==> src/mpsc_pkg.sv <==
// Purpose: Shared types and constants for the module power-state controller
// Assumes: Single clock domain at 40 MHz, active-low asynchronous reset
// Notes: Synchronised pin vector layout and status word live here

package mpsc_pkg;

  // ----------------------------------------------------------------
  // Controller states (Gray along run -> enter -> standby -> lost)
  // ----------------------------------------------------------------
  typedef enum logic [2:0] {
    ST_RUN      = 3'h0,
    ST_SR_ENTER = 3'h1,
    ST_STANDBY  = 3'h3,
    ST_LOST     = 3'h2,
    ST_SUSPEND  = 3'h4
  } mpsc_state_t;

  // ----------------------------------------------------------------
  // Processor native modes and board-level states
  // ----------------------------------------------------------------
  localparam logic [1:0] CPU_RUN = 2'h0;
  localparam logic [1:0] CPU_WAIT = 2'h1;
  localparam logic [1:0] CPU_DOZE = 2'h2;
  localparam logic [1:0] CPU_STOP = 2'h3;

  localparam logic [1:0] BOARD_RUN = 2'h0;
  localparam logic [1:0] BOARD_SUSPEND = 2'h1;
  localparam logic [1:0] BOARD_STANDBY = 2'h2;

  localparam logic [1:0] OSC_ALL_ON = 2'h3;
  localparam logic [1:0] OSC_MAIN_ONLY = 2'h1;
  localparam logic [1:0] OSC_ALL_OFF = 2'h0;

  // ----------------------------------------------------------------
  // Pin inputs passed through the synchroniser
  // ----------------------------------------------------------------
  localparam int PIN_W = 4;
  localparam int PIN_RST = 0;
  localparam int PIN_LIGHT = 1;
  localparam int PIN_DEEP = 2;
  localparam int PIN_SUPPLY = 3;
  localparam logic [PIN_W-1:0] PIN_IDLE = 4'hf;

  localparam int IRQ_W = 8;

  // ----------------------------------------------------------------
  // Carriers
  // ----------------------------------------------------------------
  typedef struct packed {
    logic suspend;
    logic standby;
    logic [1:0] suspend_mode;
  } mpsc_sw_req_t;

  typedef struct packed {
    logic [1:0] board_state;
    logic [1:0] cpu_mode;
    logic [1:0] osc_en;
    logic core_clk_en;
    logic periph_clk_en;
    logic supplies_active;
    logic self_refresh_req;
    logic context_lost;
  } mpsc_status_t;

  localparam mpsc_status_t STATUS_RESET = '{
    board_state: BOARD_RUN, cpu_mode: CPU_RUN, osc_en: OSC_ALL_ON,
    core_clk_en: 1'b1, periph_clk_en: 1'b1, supplies_active: 1'b1,
    self_refresh_req: 1'b0, context_lost: 1'b0};

  // Suspend accepts only a low-power mode; a run code falls back to wait
  function automatic logic [1:0] suspend_mode_of(input logic [1:0] sel);
    suspend_mode_of = (sel == CPU_RUN) ? CPU_WAIT : sel;
  endfunction : suspend_mode_of

endpackage : mpsc_pkg

==> src/mpsc_sync.sv <==
// Purpose: Two-stage synchroniser for asynchronous pin inputs
// Assumes: Pins idle at PIN_IDLE, clock enable freezes both stages
// Notes: The first stage feeds only the second stage
`timescale 1ns/1ps

module mpsc_sync (
  input wire logic sys_clk_i,
  input wire logic reset_n_i,
  input wire logic clk_en_i,
  input wire logic [mpsc_pkg::PIN_W-1:0] pins_i,
  output logic [mpsc_pkg::PIN_W-1:0] pins_o
);
  import mpsc_pkg::*;

  logic [PIN_W-1:0] meta_r;
  logic [PIN_W-1:0] meta_nxt;
  logic [PIN_W-1:0] sync_r;
  logic [PIN_W-1:0] sync_nxt;

  always_comb begin
    meta_nxt = meta_r;
    sync_nxt = sync_r;
    if (clk_en_i) begin
      meta_nxt = pins_i;
      sync_nxt = meta_r;
    end
  end

  always_ff @(posedge sys_clk_i or negedge reset_n_i) begin
    if (!reset_n_i) begin
      meta_r <= PIN_IDLE;
      sync_r <= PIN_IDLE;
    end else begin
      meta_r <= meta_nxt;
      sync_r <= sync_nxt;
    end
  end

  assign pins_o = sync_r;

endmodule : mpsc_sync

==> src/mpsc_outreg.sv <==
// Purpose: Registered clock, mode and supply outputs decoded from the state
// Assumes: Inputs come from the controller on the same clock
// Notes: Every output is a flip-flop; the core reset stays low through reset
`timescale 1ns/1ps

module mpsc_outreg (
  input wire logic sys_clk_i,
  input wire logic reset_n_i,
  input wire logic clk_en_i,
  input wire mpsc_pkg::mpsc_state_t state_i,
  input wire logic [1:0] suspend_mode_i,
  input wire logic supply_good_i,
  input wire logic reset_line_n_i,
  output mpsc_pkg::mpsc_status_t status_o,
  output logic module_reset_n_o
);
  import mpsc_pkg::*;

  mpsc_status_t status_r;
  mpsc_status_t status_nxt;
  logic mrst_r;
  logic mrst_nxt;

  always_comb begin
    status_nxt = status_r;
    mrst_nxt = mrst_r;
    if (clk_en_i) begin
      status_nxt = STATUS_RESET;
      unique case (state_i)
        ST_RUN: begin
          status_nxt = STATUS_RESET;
        end
        ST_SUSPEND: begin
          status_nxt.board_state = BOARD_SUSPEND;
          status_nxt.cpu_mode = suspend_mode_i;
          status_nxt.core_clk_en = 1'b0;
          status_nxt.periph_clk_en = (suspend_mode_i == CPU_WAIT);
          status_nxt.osc_en = (suspend_mode_i == CPU_STOP) ? OSC_MAIN_ONLY : OSC_ALL_ON;
          status_nxt.supplies_active = 1'b1;
        end
        ST_SR_ENTER: begin
          status_nxt.self_refresh_req = 1'b1;
        end
        ST_STANDBY, ST_LOST: begin
          status_nxt.board_state = BOARD_STANDBY;
          status_nxt.cpu_mode = CPU_STOP;
          status_nxt.osc_en = OSC_ALL_OFF;
          status_nxt.core_clk_en = 1'b0;
          status_nxt.periph_clk_en = 1'b0;
          status_nxt.supplies_active = supply_good_i;
          status_nxt.self_refresh_req = 1'b1;
          status_nxt.context_lost = (state_i == ST_LOST);
        end
        default: begin
          status_nxt = STATUS_RESET;
        end
      endcase
      // Core follows the reset line with no stretch; lost context forces reboot
      mrst_nxt = reset_line_n_i && (state_i != ST_LOST);
    end
  end

  always_ff @(posedge sys_clk_i or negedge reset_n_i) begin
    if (!reset_n_i) begin
      status_r <= STATUS_RESET;
      mrst_r <= 1'b0;
    end else begin
      status_r <= status_nxt;
      mrst_r <= mrst_nxt;
    end
  end

  assign status_o = status_r;
  assign module_reset_n_o = mrst_r;

endmodule : mpsc_outreg

==> src/mpsc_ctrl.sv <==
// What this block does
// - Three board states run, suspend, standby map onto four processor modes.
// - In run, both oscillators and every derived clock stay enabled.
// - In run, all supply domains are reported and treated active.
// - Run may be entered directly from any other state.
// - In standby, any valid wake event returns to run.
// - Reset line low or any enabled pending interrupt is a wake event.
// - Suspend entered on light-sleep request falling edge or software request.
// - Entering suspend puts the processor into stop, wait or doze.
// - During suspend supplies stay active and context is preserved.
// - In suspend, internal or external wake event returns to run.
// - Standby entered on deep-sleep request falling edge or software request.
// - Entering standby puts the processor into stop mode.
// - In standby every clock is halted.
// - Main supply lost in standby forces full reboot, not a wake.
// - Standby wakes to run only while main supply stayed powered.
// - Memory placed into self-refresh before standby is entered.
// - Reset line low holds core reset until released, no added delay.
//
// Purpose: Board-level power-state controller on the module clock
// Assumes: Interrupt and software inputs are on sys_clk_i; pins are not
// Notes: Wake events take priority over new sleep requests
`timescale 1ns/1ps

module mpsc_ctrl (
  input wire logic sys_clk_i,
  input wire logic reset_n_i,
  input wire logic clk_en_i,
  input wire logic system_reset_line_n_i,
  input wire logic light_sleep_request_n_i,
  input wire logic deep_sleep_request_n_i,
  input wire logic main_supply_good_i,
  input wire logic [mpsc_pkg::IRQ_W-1:0] irq_pending_i,
  input wire logic [mpsc_pkg::IRQ_W-1:0] irq_enable_i,
  input wire mpsc_pkg::mpsc_sw_req_t sw_req_i,
  input wire logic self_refresh_ack_i,
  output mpsc_pkg::mpsc_status_t status_o,
  output logic module_reset_n_o
);
  import mpsc_pkg::*;

  // ----------------------------------------------------------------
  // Pin synchronisation and edge detection
  // ----------------------------------------------------------------
  logic [PIN_W-1:0] pins_s;
  logic rst_line_s;
  logic light_s;
  logic deep_s;
  logic supply_s;

  mpsc_sync u_sync (
    .sys_clk_i(sys_clk_i),
    .reset_n_i(reset_n_i),
    .clk_en_i(clk_en_i),
    .pins_i({main_supply_good_i, deep_sleep_request_n_i,
             light_sleep_request_n_i, system_reset_line_n_i}),
    .pins_o(pins_s)
  );

  assign rst_line_s = pins_s[PIN_RST];
  assign light_s = pins_s[PIN_LIGHT];
  assign deep_s = pins_s[PIN_DEEP];
  assign supply_s = pins_s[PIN_SUPPLY];

  logic light_prev_r;
  logic light_prev_nxt;
  logic deep_prev_r;
  logic deep_prev_nxt;

  always_comb begin
    light_prev_nxt = light_prev_r;
    deep_prev_nxt = deep_prev_r;
    if (clk_en_i) begin
      light_prev_nxt = light_s;
      deep_prev_nxt = deep_s;
    end
  end

  always_ff @(posedge sys_clk_i or negedge reset_n_i) begin
    if (!reset_n_i) begin
      light_prev_r <= 1'b1;
      deep_prev_r <= 1'b1;
    end else begin
      light_prev_r <= light_prev_nxt;
      deep_prev_r <= deep_prev_nxt;
    end
  end

  logic light_fall;
  logic deep_fall;
  logic light_go;
  logic deep_go;
  logic wake;

  assign light_fall = light_prev_r && !light_s;
  assign deep_fall = deep_prev_r && !deep_s;
  assign light_go = light_fall || sw_req_i.suspend;
  assign deep_go = deep_fall || sw_req_i.standby;
  assign wake = !rst_line_s || (|(irq_pending_i & irq_enable_i));

  // ----------------------------------------------------------------
  // Power-state machine
  // ----------------------------------------------------------------
  mpsc_state_t state_r;
  mpsc_state_t state_nxt;
  logic [1:0] mode_r;
  logic [1:0] mode_nxt;

  always_comb begin
    state_nxt = state_r;
    mode_nxt = mode_r;
    if (clk_en_i) begin
      unique case (state_r)
        ST_RUN: begin
          if (wake) begin
            state_nxt = ST_RUN;
          end else if (deep_go) begin
            state_nxt = ST_SR_ENTER;
          end else if (light_go) begin
            state_nxt = ST_SUSPEND;
            mode_nxt = suspend_mode_of(sw_req_i.suspend_mode);
          end
        end
        ST_SUSPEND: begin
          if (wake) begin
            state_nxt = ST_RUN;
          end else if (deep_go) begin
            state_nxt = ST_SR_ENTER;
          end
        end
        ST_SR_ENTER: begin
          if (wake) begin
            state_nxt = ST_RUN;
          end else if (self_refresh_ack_i) begin
            state_nxt = ST_STANDBY;
          end
        end
        ST_STANDBY: begin
          if (!supply_s) begin
            state_nxt = ST_LOST;
          end else if (wake) begin
            state_nxt = ST_RUN;
          end
        end
        ST_LOST: begin
          // Held in core reset until the main supply returns, then reboots
          if (supply_s) begin
            state_nxt = ST_RUN;
          end
        end
        default: begin
          state_nxt = ST_RUN;
        end
      endcase
    end
  end

  always_ff @(posedge sys_clk_i or negedge reset_n_i) begin
    if (!reset_n_i) begin
      state_r <= ST_RUN;
      mode_r <= CPU_WAIT;
    end else begin
      state_r <= state_nxt;
      mode_r <= mode_nxt;
    end
  end

  // ----------------------------------------------------------------
  // Registered outputs
  // ----------------------------------------------------------------
  mpsc_outreg u_outreg (
    .sys_clk_i(sys_clk_i),
    .reset_n_i(reset_n_i),
    .clk_en_i(clk_en_i),
    .state_i(state_r),
    .suspend_mode_i(mode_r),
    .supply_good_i(supply_s),
    .reset_line_n_i(rst_line_s),
    .status_o(status_o),
    .module_reset_n_o(module_reset_n_o)
  );

  // ----------------------------------------------------------------
  // Assertions
  // ----------------------------------------------------------------
  a_run_clocks_on: assert property (
    @(posedge sys_clk_i) disable iff (!reset_n_i)
    (clk_en_i && state_r == ST_RUN) |=>
      (status_o.osc_en == OSC_ALL_ON && status_o.core_clk_en && status_o.periph_clk_en))
    else $error("run state without all clocks enabled");

  a_run_supplies_on: assert property (
    @(posedge sys_clk_i) disable iff (!reset_n_i)
    (clk_en_i && state_r == ST_RUN) |=>
      (status_o.supplies_active && status_o.board_state == BOARD_RUN))
    else $error("run state without supplies reported active");

  a_wake_to_run: assert property (
    @(posedge sys_clk_i) disable iff (!reset_n_i)
    (clk_en_i && wake && state_r inside {ST_SUSPEND, ST_SR_ENTER}) |=> state_r == ST_RUN)
    else $error("wake event did not return to run");

  a_standby_wake: assert property (
    @(posedge sys_clk_i) disable iff (!reset_n_i)
    (clk_en_i && state_r == ST_STANDBY && supply_s && wake) |=> state_r == ST_RUN)
    else $error("standby ignored a wake event");

  a_reset_line_wake: assert property (
    @(posedge sys_clk_i) disable iff (!reset_n_i)
    (clk_en_i && !system_reset_line_n_i && state_r == ST_SUSPEND)
      ##1 (clk_en_i && !system_reset_line_n_i)[*2] |=> state_r == ST_RUN)
    else $error("reset line did not wake the module");

  a_suspend_entry: assert property (
    @(posedge sys_clk_i) disable iff (!reset_n_i)
    (clk_en_i && state_r == ST_RUN && light_go && !deep_go && !wake)
      |=> (state_r == ST_SUSPEND) ##1 (status_o.board_state == BOARD_SUSPEND))
    else $error("suspend request not taken");

  a_suspend_low_mode: assert property (
    @(posedge sys_clk_i) disable iff (!reset_n_i)
    (clk_en_i && state_r == ST_SUSPEND) |=>
      (status_o.cpu_mode != CPU_RUN && !status_o.core_clk_en))
    else $error("suspend left the processor in run mode");

  a_suspend_context: assert property (
    @(posedge sys_clk_i) disable iff (!reset_n_i)
    (clk_en_i && state_r == ST_SUSPEND) |=>
      (status_o.supplies_active && !status_o.context_lost &&
       module_reset_n_o == $past(rst_line_s)))
    else $error("suspend lost context or supplies");

  a_standby_stop: assert property (
    @(posedge sys_clk_i) disable iff (!reset_n_i)
    (clk_en_i && state_r == ST_STANDBY) |=> status_o.cpu_mode == CPU_STOP)
    else $error("standby without processor stop mode");

  a_standby_clocks_off: assert property (
    @(posedge sys_clk_i) disable iff (!reset_n_i)
    (clk_en_i && state_r == ST_STANDBY) |=>
      (status_o.osc_en == OSC_ALL_OFF && !status_o.core_clk_en && !status_o.periph_clk_en))
    else $error("a clock runs in standby");

  a_supply_loss: assert property (
    @(posedge sys_clk_i) disable iff (!reset_n_i)
    (clk_en_i && state_r == ST_STANDBY && !supply_s)
      |=> (state_r == ST_LOST) ##1 (!module_reset_n_o && status_o.context_lost))
    else $error("supply loss in standby did not force reboot");

  a_lost_no_wake: assert property (
    @(posedge sys_clk_i) disable iff (!reset_n_i)
    (state_r == ST_LOST && !supply_s) |=> state_r == ST_LOST)
    else $error("woke to run without main supply");

  a_self_refresh: assert property (
    @(posedge sys_clk_i) disable iff (!reset_n_i)
    (state_r != ST_STANDBY) ##1 (state_r == ST_STANDBY)
      |-> $past(state_r) == ST_SR_ENTER && $past(self_refresh_ack_i))
    else $error("standby entered without self-refresh");

  a_reset_follow: assert property (
    @(posedge sys_clk_i) disable iff (!reset_n_i)
    (clk_en_i && state_r != ST_LOST) |=> module_reset_n_o == $past(rst_line_s))
    else $error("core reset does not follow the reset line");

  a_standby_prio: assert property (
    @(posedge sys_clk_i) disable iff (!reset_n_i)
    (clk_en_i && state_r == ST_RUN && light_go && deep_go && !wake) |=> state_r == ST_SR_ENTER)
    else $error("suspend won over standby");

  a_freeze_state_hold: assert property (
    @(posedge sys_clk_i) disable iff (!reset_n_i)
    !clk_en_i |=> ($stable(state_r) && $stable(status_o) && $stable(module_reset_n_o)))
    else $error("state moved while clock enable low");

  a_lost_core_reset: assert property (
    @(posedge sys_clk_i) disable iff (!reset_n_i)
    (clk_en_i && state_r == ST_LOST) |=> !module_reset_n_o)
    else $error("core reset released while context lost");

  a_suspend_stay: assert property (
    @(posedge sys_clk_i) disable iff (!reset_n_i)
    (clk_en_i && state_r == ST_SUSPEND && !wake && !deep_go) |=> state_r == ST_SUSPEND)
    else $error("suspend left without wake or standby request");

  a_standby_refresh: assert property (
    @(posedge sys_clk_i) disable iff (!reset_n_i)
    (clk_en_i && state_r == ST_STANDBY) |=> status_o.self_refresh_req)
    else $error("self-refresh dropped in standby");

  a_run_no_lost: assert property (
    @(posedge sys_clk_i) disable iff (!reset_n_i)
    (clk_en_i && state_r == ST_RUN) |=>
      (!status_o.self_refresh_req && !status_o.context_lost))
    else $error("run state reports refresh or lost context");

endmodule : mpsc_ctrl

==> config.mk <==
export PLATFORM = sky130hd
export DESIGN_NAME = mpsc_ctrl
export DESIGN_NICKNAME = d
export VERILOG_FILES = /design/src/mpsc_pkg.sv /design/src/mpsc_sync.sv /design/src/mpsc_outreg.sv /design/src/mpsc_ctrl.sv
export SDC_FILE = /design/constraint.sdc
export NUM_CORES = 1
export LEC_CHECK = 0
export ABC_AREA = 1
export ABC_CLOCK_PERIOD_IN_PS = 1400
export BUFFER_PORTS_ARGS = -buffer_cell sky130_fd_sc_hd__buf_4
export CORE_UTILIZATION = 46
export CTS_CLUSTER_DIAMETER = 60
export DETAILED_ROUTE_END_ITERATION = 7
export GPL_TIMING_DRIVEN = 0
export PLACE_DENSITY = 0.78
export SLEW_MARGIN = 20
export SYNTH_ARGS = -nofsm -noshare
export SYNTH_HDL_FRONTEND = slang
export SYNTH_HIERARCHICAL = 1
export SYNTH_SLANG_ARGS = --single-unit
==> constraint.sdc <==
create_clock -name sys_clk_i -period 1.4 [get_ports sys_clk_i]
set_input_delay 0 -clock sys_clk_i [delete_from_list [all_inputs] [get_ports sys_clk_i]]
set_output_delay 0 -clock sys_clk_i [all_outputs]
set_load 0.1 [all_outputs]
# Yosys cells after proc, flatten, opt, wreduce, memory -nomap -nowiden
# Cells that the tools add are included.
[totals]
output_inout_bits = 12
reg_bits = 27
[op_classes]
mux = 16
n_reduce_logical = 16
n_bitwise = 3
eq_ne = 12
[ops]
columns = ["operator", "count"]
rows = [
  ["$mux W3", 10],
  ["$pmux W9 S2", 1],
  ["$pmux W3 S5", 1],
  ["$ne A3 B3 Y1 const B", 3],
  ["$and A8 B8 Y8", 1],
  ["$reduce_or A8 Y1", 1],
  ["$eq A3 B2 Y1 const B", 2],
  ["$reduce_and A6 Y1", 1],
  ["$reduce_and A5 Y1", 1],
  ["$mux W2", 2],
  ["$ne A4 B4 Y1 const B", 1],
  ["$eq A3 B1 Y1 const B", 1],
  ["$eq A3 B3 Y1 const B", 1],
  ["$logic_and A1 B1 Y1", 3],
  ["$logic_not A1 Y1", 3],
  ["$logic_not A3 Y1", 1],
  ["$logic_or A1 B1 Y1", 3],
  ["$ne A3 B2 Y1 const B", 1],
  ["$reduce_or A3 Y1", 1],
  ["$eq A2 B1 Y1 const B", 1],
  ["$eq A2 B2 Y1 const B", 1],
  ["$logic_not A2 Y1", 1],
  ["$mux W1", 2],
  ["$ne A2 B2 Y1 const B", 1],
  ["2 further kinds", 3],
]

# Logic depth before layout (Yosys ltp)
# Gate-level depths: netlist (run 1).
[depth]
ltp_word = 7
ltp_mapped = 10
mapped_depth_nobuf = 10

# By module
# Netlist (run 1), hierarchy kept.
[by_module_without_submodules]
columns = ["mod", "seq_area_each_um2", "cells_per_inst", "n_inst", "area_each_um2"]
rows = [
  ["mpsc_ctrl", 178.9, 87, 1, 576.8],
  ["mpsc_outreg", 306.5, 54, 1, 520.5],
  ["mpsc_sync", 210.2, 34, 1, 315.3],
]

# Worst setup path after synthesis (run 1)
# OpenSTA, ideal clock, no wires.
[synth_path]
kind = "reg-to-reg"
start = "reg u_sync.sync_r[0] (netlist: u_sync/pins_o[0])"
end = "reg state_r[1]"
slack_ns = 0.166
setup_time_ns = 0.065
t_arrival_ns = 1.169
synth_period_minus_slack_ns = 1.234
stages_incl_launch_ff = 9
cell_sequence = "dfstp_2 nand2_1 nor2_2 nand2_2 nor2_8 nand3_4 nand3_2 nand2_1 nand2_1"
[synth_between]
elab_chain_cells = 4
word_cells_on_any_way = 11
cone_classes = "eq/ne: 4; mux: 4; reduce/logical: 3"
[synth_rtl]
columns = ["item", "line_no", "rtl"]
rows = [
  ["start: declaration", "mpsc_sync.sv:17", "logic [PIN_W-1:0] sync_r;"],
  ["start signal: assignment", "mpsc_sync.sv:35", "sync_r <= sync_nxt;"],
  ["$logic_not A1 Y1 (*)", "mpsc_ctrl.sv:99", "assign wake = !rst_line_s || (|(irq_pending_i & irq_enable_i));"],
  ["$logic_or A1 B1 Y1 (*)", "mpsc_ctrl.sv:99", ""],
  ["$ne A4 B4 Y1 (no source line) (tied with other cells)", "--", ""],
  ["$reduce_and A6 Y1 (no source line) / $pmux W3 S5 (equally long branches)", "--", ""],
  ["end signal: assignment", "mpsc_ctrl.sv:163", "state_r <= state_nxt;"],
  ["end: declaration", "mpsc_ctrl.sv:104", "mpsc_state_t state_r;"],
]
# Mark *: on every way between the ends. The rest lies on a longest branch, timed or not.
# A chain may end at the register's enable or synchronous reset.

# Worst setup path after layout (run 1)
[layout_path]
start = "reg state_r[0]"
end = "reg state_r[2]"
[layout_between]
elab_chain_cells = 3
word_cells_on_any_way = 12
cone_classes = "eq/ne: 9; mux: 1; reduce/logical: 2"
[layout_rtl]
columns = ["item", "line_no", "rtl"]
rows = [
  ["$eq A3 B2 Y1 (tied with other cells)", "mpsc_ctrl.sv:113", "unique case (state_r)"],
  ["$ne A3 B3 Y1 (no source line) (tied with other cells)", "--", ""],
  ["$reduce_and A6 Y1 (no source line)", "--", ""],
]
# Several ways; a longest one is shown, not always the timed one.

==> results of run 1 <==
## synthesized netlist by cell type, drive strengths merged (3+ instances only)
library cell | number | area, µm²
o21ai | 7 | 35.0
dfstp | 16 | 420
a21oi | 3 | 18.8
nand2 | 78 | 310
nand4 | 5 | 31.3
nor2 | 17 | 97.6
buf | 3 | 33.8
dfrtp | 11 | 275
inv | 17 | 63.8
nand3 | 12 | 82.6
## routing by layer
layer | up-vias | global-route usage (%) | wire, µm
met5 | - | 0 | 0
met4 | 0 | 6.97 | 40
met3 | 6 | 4.31 | 104
met2 | 33 | 36.2 | 1640
met1 | 610 | 21.4 | 1270
li1 | 660 | - | -
## area by class of cell
cell class | count | area (µm²)
tap | 31 | 38.8
buffer | 3 | 33.8
sequential | 27 | 698
fill | 237 | 912
multi-input combinational | 128 | 638
inverter | 17 | 63.8
clock buffer | 4 | 26.3
timing repair buffer | 53 | 418
## cells in the final DEF (no fill, tap or decap), types with 2 or more instances in the layout
cell type / count
a21oi_1: 2
buf_4: 45
buf_6: 3
clkbuf_4: 3
dfrtp_1: 9
dfrtp_2: 2
dfstp_2: 16
dlygate4sd3_1: 8
inv_1: 11
inv_2: 6
nand2_1: 70
nand2_2: 8
nand3_1: 8
nand3_2: 3
nand4_1: 5
nor2_1: 8
nor2_2: 7
o21ai_0: 3
o21ai_1: 4
## what timing repair did
item / in CTS / in global routing
pin swaps: 0 / 4
endpoints found under the hold margin: 33 / 0
gates cloned: 0 / 0
buffers inserted: 1 / 5
setup endpoints to repair: 4 / 5
resized for setup: 1 / 6
hold buffers: 8 / 0
## kinds of logic (layout without fill, tap and decap cells)
logic type             after synthesis  count (layout)
buffers and inverters               20              77
DFF                                 27              27
AOI/OAI and AO/OA                   13              13
and+or+nand+nor                    115             115
## worst max path at each step
stage                startpoint          to  slack [ns]  cells past startpoint
4_1_cts        u_sync/pins_o[0]   mode_r[1]        0.03                      7
6_report             state_r[0]  state_r[2]        0.04                      9
3_3_place_gp   u_sync/pins_o[0]   mode_r[1]        0.03                      7
2_1_floorplan  u_sync/pins_o[0]  state_r[1]        0.17                      8
3_5_place_dp         state_r[2]  state_r[1]      -0.004                      9
5_1_grt        u_sync/pins_o[0]  state_r[0]       -0.03                      8
## critical path: cells and delay by family, from the launching register on
family / cells / cell delay (ns)
and+or+nand+nor: 8 / 0.73
DFF: 1 / 0.50
buffers and inverters: 1 / 0.07
## power by group through the flow
| stage | Sequential [mW] | Combinational [mW] | Clock (mW) |
|---|---|---|---|
| 3_5_place_dp | 0.914 | 0.333 | 0 |
| 3_3_place_gp | 0.911 | 0.324 | 0 |
| 4_1_cts | 0.900 | 0.357 | 0.342 |
| 5_1_grt | 0.907 | 0.401 | 0.364 |
| 2_1_floorplan | 0.986 | 0.137 | 0 |
| 6_report | 0.899 | 0.366 | 0.324 |
## metrics by stage
stage | instances | setup slack, ns | utilization [%]
CTS | 258 | 0.0267 | 65.7
detailed placement | 245 | -0.00405 | 61.7
global route | 263 | -0.0340 | 67.8
finish | 263 | 0.0390 | 67.8
global placement | 245 | 0.0319 | 61.7
floorplan | 175 | 0.166 | -
## flip-flops by register name, summed over array words and instances, names as in the netlist
| name | count |
|---|---|
| light_prev_r | 1 |
| u_outreg/status_o | 11 |
| u_sync/pins_o | 4 |
| mode_r | 2 |
| u_outreg/module_reset_n_o | 1 |
| deep_prev_r | 1 |
| u_sync/meta_r | 4 |
| state_r | 3 |
==> run summary, run 1 <==
For the post-route total power, the log shows 1.59 mW. The tools report the global routing usage summed across all routing layers as 19.4%. The flip-flop and latch count after synthesis was 27; the number of flops mapped to enable cells by yosys was 0.

Overall die width: 57.4 µm. Of all nets on the critical path, the largest fanout is 6. The logs give 175 for the gate count after technology mapping and 735 MHz for the maximum achievable frequency. The power per standard cell area is 829 nW/µm², and the half-perimeter wire length of the detailed placement result is 2150 µm. Using the TritonRoute via totals, the vias-per-cell ratio works out to 4.98.

The count of buffers added on input and output ports is 39. Headroom to the max-slew limit came out at 77.9%. The tools report the remaining antenna violation count after routing as 0.

The cell count of the worst reg-to-reg path came out at 9. The synthesized netlist devotes 38.3% of its cell area to simple gates. The multiplexer area fraction after synthesis was 0%. After detailed routing, the number of remaining DRC violations is 0. The clock reaches the later pin of the worst-skew pair after 0.32 ns. On the final layout, the worst clock skew is 0.00991 ns.

After synthesis, the largest family of logic cells by area is simple AND/OR/NAND/NOR gates. For the number of top-level pins, the log shows 40. The repair_antennas step left the layout with diodes totalling 0. Area growth from synthesis to layout: 35.7%. On the worst path, the slowest cell contributes a delay of 0.50 ns. The critical path endpoint category was a flip-flop. The number of nets in the synthesized netlist was 203. The critical path is of the flip-flop to flip-flop type.

The net switching share of the total power works out to 29.7%. The parity-gate share of the synthesized area counting xor and xnor cells was 0%. The first global-routing pass estimated 5040 µm of wire. The clock root buffer master is clkbuf_4. For hold timing, the worst endpoint is u_sync/meta_r[3]. The pin count of the biggest net entering global routing was 28; the number of clock sinks was 27. Across all register-to-register paths, the minimum setup slack is 0.04 ns. In this run, the clock network consumes 20.4% of the power. Across the VDD grid, the largest voltage drop is 0.000607 V.

The post-synthesis compound-gate area fraction is 5.58%, and the time the worst path needs with I/O delays and setup is 1.36 ns. The final-report setup violation count was 0; the placeable core area was 2830 µm². Clock-pin slew was measured on the worst setup and hold paths at 0.14 ns. The total die area was 3300 µm²; the internal power was 1.12 mW. In this run the mean area of a mapped cell was 8.07 µm². The flow ran to the end, and the final reports show no timing, DRC or antenna violations. In this run the power spent charging and discharging nets is 0.471 mW.

STA classifies the critical path startpoint as a flip-flop. The final worst-path cycle share came out at 97.2%. The worst register-to-register path ends at state_r[2]. On the critical path, the stage with the largest delay is an instance of dfrtp_1. The clock passes through at most 2 buffers. Of the total power, combinational logic draws 23.0%. The number of global-route vias before repair was 1297.

The total routed wirelength was 3060 µm; the number of nets in the finished design was 261. In the synthesized netlist the dominant register cell turns out to be dfstp_2. The run gives 0.990 nW as the leakage power total. TritonCTS built the clock tree.

The number of design-rule violations left by the first detailed-router iteration was 41. The H-tree depth is 1, and the part of the total power dissipated in sequential elements is 56.6%. The max capacitance violation total was 0. The startpoint identified for the worst hold timing path is clk_en_i.

The average wire per cell in the routed design was 11.6 µm; the total clock buffers created by CTS was 3. The count of endpoints failing hold in the final timing report is 0. After Yosys synthesis, full adders, half adders and majority gates account for 0% of the synthesized area. The tools report the routability congestion estimate as 0.869.

The setup total negative slack is 0 ns, and the worst path required time is 1.67 ns. The cell area after placement was 1740 µm²; the worst hold slack was 0.0238 ns. After synthesis, the netlist uses 24 different library cells. After synthesis, the share of flip-flops with an asynchronous set or reset is 100%. For the final-report max-slew violation count, the log shows 0. The initial antenna violation count is 0, and the transition time at the pin with the least slew margin is 0.332 ns. The critical register-to-register path startpoint is state_r[0]. For the arrival time of data at the critical path endpoint, the log shows 1.63 ns.

The worst hold path belongs to the class input pin to flip-flop. Counting stages on the worst path, the most repeated cell is nand2_1. The run gives 1920 µm² as the post-route standard cell area excluding fillers. Total grt overflow: 0.

The worst hold path passes through 4 cells. The run gives 6 as the number of warnings reported in the yosys synthesis log. The initialized floorplan defines 19 standard-cell rows. The final route contains 1309 vias. Once the floorplan was initialized, standard cells occupied 49.9% of the core. Walking the worst path, the cells encountered are nor2_2 -> inv_2 -> nor2_2 -> nand2_1 -> nand2_2 -> nand2_2 -> nand3_2 -> nand2_1 -> nand2_1. The first detailed-routing pass ran for 4 iterations. From bottom edge to top edge, the die measures 57.4 µm. For this run, the register share of the synthesized area comes to 49.2%. The fraction of layout instances using a drive strength above 1 was 42.7%; the synthesized area was 1410 µm².
Note: power is estimated with default switching activity, not from simulation.
==> run 2: changes to the inputs <==
Settings changed: PLACE_DENSITY 0.78 to 0.79, SYNTH_HIERARCHICAL 1 to default.
==> run 2 against run 1 <==
Against the previous run: hold slack better by 0.026 ns; global-route usage up 0.98 points; combinational power down 13%; non-clock buffer count down 5; clock-buffer cell count unchanged; worst setup slack worse by 0.0030 ns.
==> run summary, run 2 <==
Maximum fanout count along the critical path: 4. Leakage power total: 0.895 nW. Of the total synthesized cell area, the portion taken by XOR and XNOR cells is 0%. The tree is rooted in a clkbuf_4. The most frequent standard cell in the layout excluding fill and tap cells was nand2_1. The start point of the worst hold path was sw_req_i[2]. The pre-antenna-repair detailed-routing pass consisted of 4 iterations.

For the setup total negative slack, the log shows 0 ns. Cell taking the most area after synthesis: dfstp_2. The run gives 1248 as the number of vias in the routed layout. The clock drives 27 sinks.

Maximum achievable frequency: 733 MHz. The timing startpoint of the critical path is u_sync.pins_o[0]. For this run the aggregate overflow at the end of global routing stands at 0. When the netlist entered floorplanning its net count stood at 196. The number of flops mapped to enable cells by yosys came out at 0. The mean instance size in the synthesized netlist was 7.83 µm².

The arrival time of data at the critical path endpoint came out at 1.59 ns. Summing the areas of all compound-gate instances in the mapped netlist gives 8.27% of the synthesized area. The effective utilization at floorplan is 48.1%.

Port buffering added 38 buffers. The first global-routing pass estimated 5120 µm of wire. Hold timing on the final database bottoms out at a slack of 0.0496 ns.

The mapped netlist covers 1320 µm². Compared with the post-synthesis result, the final layout area differs by 35.6%. The number of flip-flops in the largest register was 11; the post-route total power was 1.54 mW. The count of unresolved DRC violations after routing was 0. The gate count after technology mapping came out at 168. For the count of endpoints failing hold in the final timing report, the log shows 0. Count of unique library cells instantiated by Yosys: 21. Setup repair after global routing could not meet its margin everywhere.

The logs give 2860 µm for the total routed wirelength and 0 for the number of warnings reported in the yosys synthesis log. Of the cells placed in the final design, the portion with a size suffix greater than 1 is 37.0%. The H-tree depth came out at 1. Overall die width: 55.5 µm. The tools report the critical path endpoint category as a flip-flop.

The share of the yosys chip area belonging to registers is 52.9%. The run gives 3080 µm² as the total die area. By area the synthesized netlist is led by dfstp_2 32%, dfrtp_1 21%, nand2_1 17%, nor2_1 5.1%, inv_1 4.0%. TritonCTS built the clock tree. In this run, synthesis produced a sequential element count of 27.

Number of nets in the finished design: 248. The adder and majority cell fraction of the synthesized area was 0%. In this run the worst hold path is classified as input pin to flip-flop. Number of global-route vias before repair: 1218. At the later pin of the worst-skew pair, clock insertion delay measures 0.32 ns. Maximum buffer depth of the clock tree: 2. The run gives 28 as the pin count of the biggest net entering global routing. For this run, the share of the core covered by cells in the final layout is 65.3%. The number of clock buffers added by TritonCTS is 3. The time the worst path needs with I/O delays and setup was 1.36 ns.

The critical setup path kind was flip-flop to flip-flop. Measured along the y axis, the die boundary spans 55.5 µm. The critical path launch point type is a flip-flop. The repair_antennas step left the layout with diodes totalling 0.

Setup violations remaining at the end of the flow were counted as 0. In the synthesized netlist, mux cells make up 0% of the area. For this block, the initial DRC count from the detailed router was 32. In the layout the commonest cells are 57 x nand2_1, 39 x buf_4, 16 x nor2_1, 16 x dfstp_2, 14 x inv_1.

After synthesis, the most frequently instantiated cells are 58 x nand2_1, 18 x nor2_1, 16 x dfstp_2. The leading register cell type out of synthesis was dfstp_2. For the global routing usage summed across all routing layers, the log shows 20.4%. IR analysis of the VDD net gives a maximum drop of 0.000878 V. The initial antenna violation count is 0. Using the TritonRoute via totals, the vias-per-cell ratio works out to 4.99. The power per standard cell area was 864 nW/µm². The flow ran to the end, and the final reports show no timing, DRC or antenna violations.

The worst path required time came out at 1.62 ns. In this run the tightest slew margin relative to its limit is 68.8%. For the final-report max-slew violation count, the log shows 0. Critical register-to-register path startpoint: u_sync.pins_o[0].

Once detail routing completed, the nets flagged for antenna violations numbered 0. The number of top-level pins came out at 40. The HPWL after detailed placement is 2120 µm. At the end of routability-driven placement, the weighted congestion stood at 0.866.

The post-synthesis simple-gate area fraction is 32.7%, and the final worst-path cycle share is 97.4%. Clock-pin slew of the registers on the worst-case setup and hold paths: 0.14 ns. The initialized floorplan defines 19 standard-cell rows. Summed over its instances, the top area cell type makes up 31.9% of the synthesized netlist area.

In this run the standard cell core region covers 2730 µm². The average wire per cell in the routed design was 11.4 µm; the fraction of synthesis flops using an asynchronous set or reset pin was 100%. The leading cell type by number of instances after synthesis was nand2_1.

After synthesis, the largest family of logic cells by area is simple AND/OR/NAND/NOR gates. At the pin with the least slew margin, the transition time is 0.467 ns. Leaving out filler cells and counting taps, the final layout contains 250. The post-placement cell count was 237. The clock arrives with 0.000831 ns of skew. For the max capacitance violation total, the log shows 0.
## run 2: critical path, cell delays in order, from the launching register on
cell and delay [ns]:
dfstp_2 0.56, nand2_2 0.06, nor2_4 0.11, nand2_1 0.07, nor2_2 0.12, nand4_1 0.19, nand2_1 0.10, o21ai_1 0.06
## run 2: path summary, 6_finish.rpt
kind                                             end  slack, ns  cells after the start
worst max register to register             mode_r[1]       0.04                      7
worst max-delay path                       mode_r[1]       0.04                      7
worst min register to register      u_sync.meta_r[2]       0.47                      2
max in group asynchronous                deep_prev_r       1.00                      2
worst min-delay path                       mode_r[0]       0.05                      4
min in group asynchronous       u_outreg.status_o[9]       0.10                      2
## run 2: layout make-up
cell class                 instances  area (µm²)
buffer                             4        17.5
clock buffer                       4        26.3
multi-input combinational        120         569
sequential                        27         697
tap                               31        38.8
timing repair buffer              47         373
inverter                          17        63.8
fill                             228         948
## run 2: stage by stage
| stage | cell area [µm²] | setup slack, ns |
|---|---|---|
| after global routing | 1790 | -0.0464 |
| after floorplan | 1320 | 0.0960 |
| after CTS | 1760 | -0.00235 |
| after global placement | 1640 | -0.0213 |
| final | 1790 | 0.0360 |
| after detailed placement | 1640 | -0.0320 |
## run 2: logic make-up (layout without fill, tap and decap cells)
family          after synthesis  in the layout
simple gates                100            100
flops                        27             27
buf+inv                      21             72
compound gates               20             20
## run 2: where the power goes
part           switching, mW  internal, mW
Sequential            0.0336         0.859
Clock                  0.219         0.112
Combinational          0.195         0.124
## run 2: repair_timing
action	CTS	global route
cloned	0	0
hold buffers	8	0
pin swaps	4	2
hold endpoints to repair	34	0
setup endpoints to repair	5	8
gates resized for setup	5	4
setup buffers	0	1
## run 2: layer usage
metal	GRT usage (%)	wire length, µm	part of all wire [%]
met5	0	0	0
met4	6.43	42	1.5
met3	2.81	166	5.8
met2	36.3	1390	49
met1	25.6	1260	44
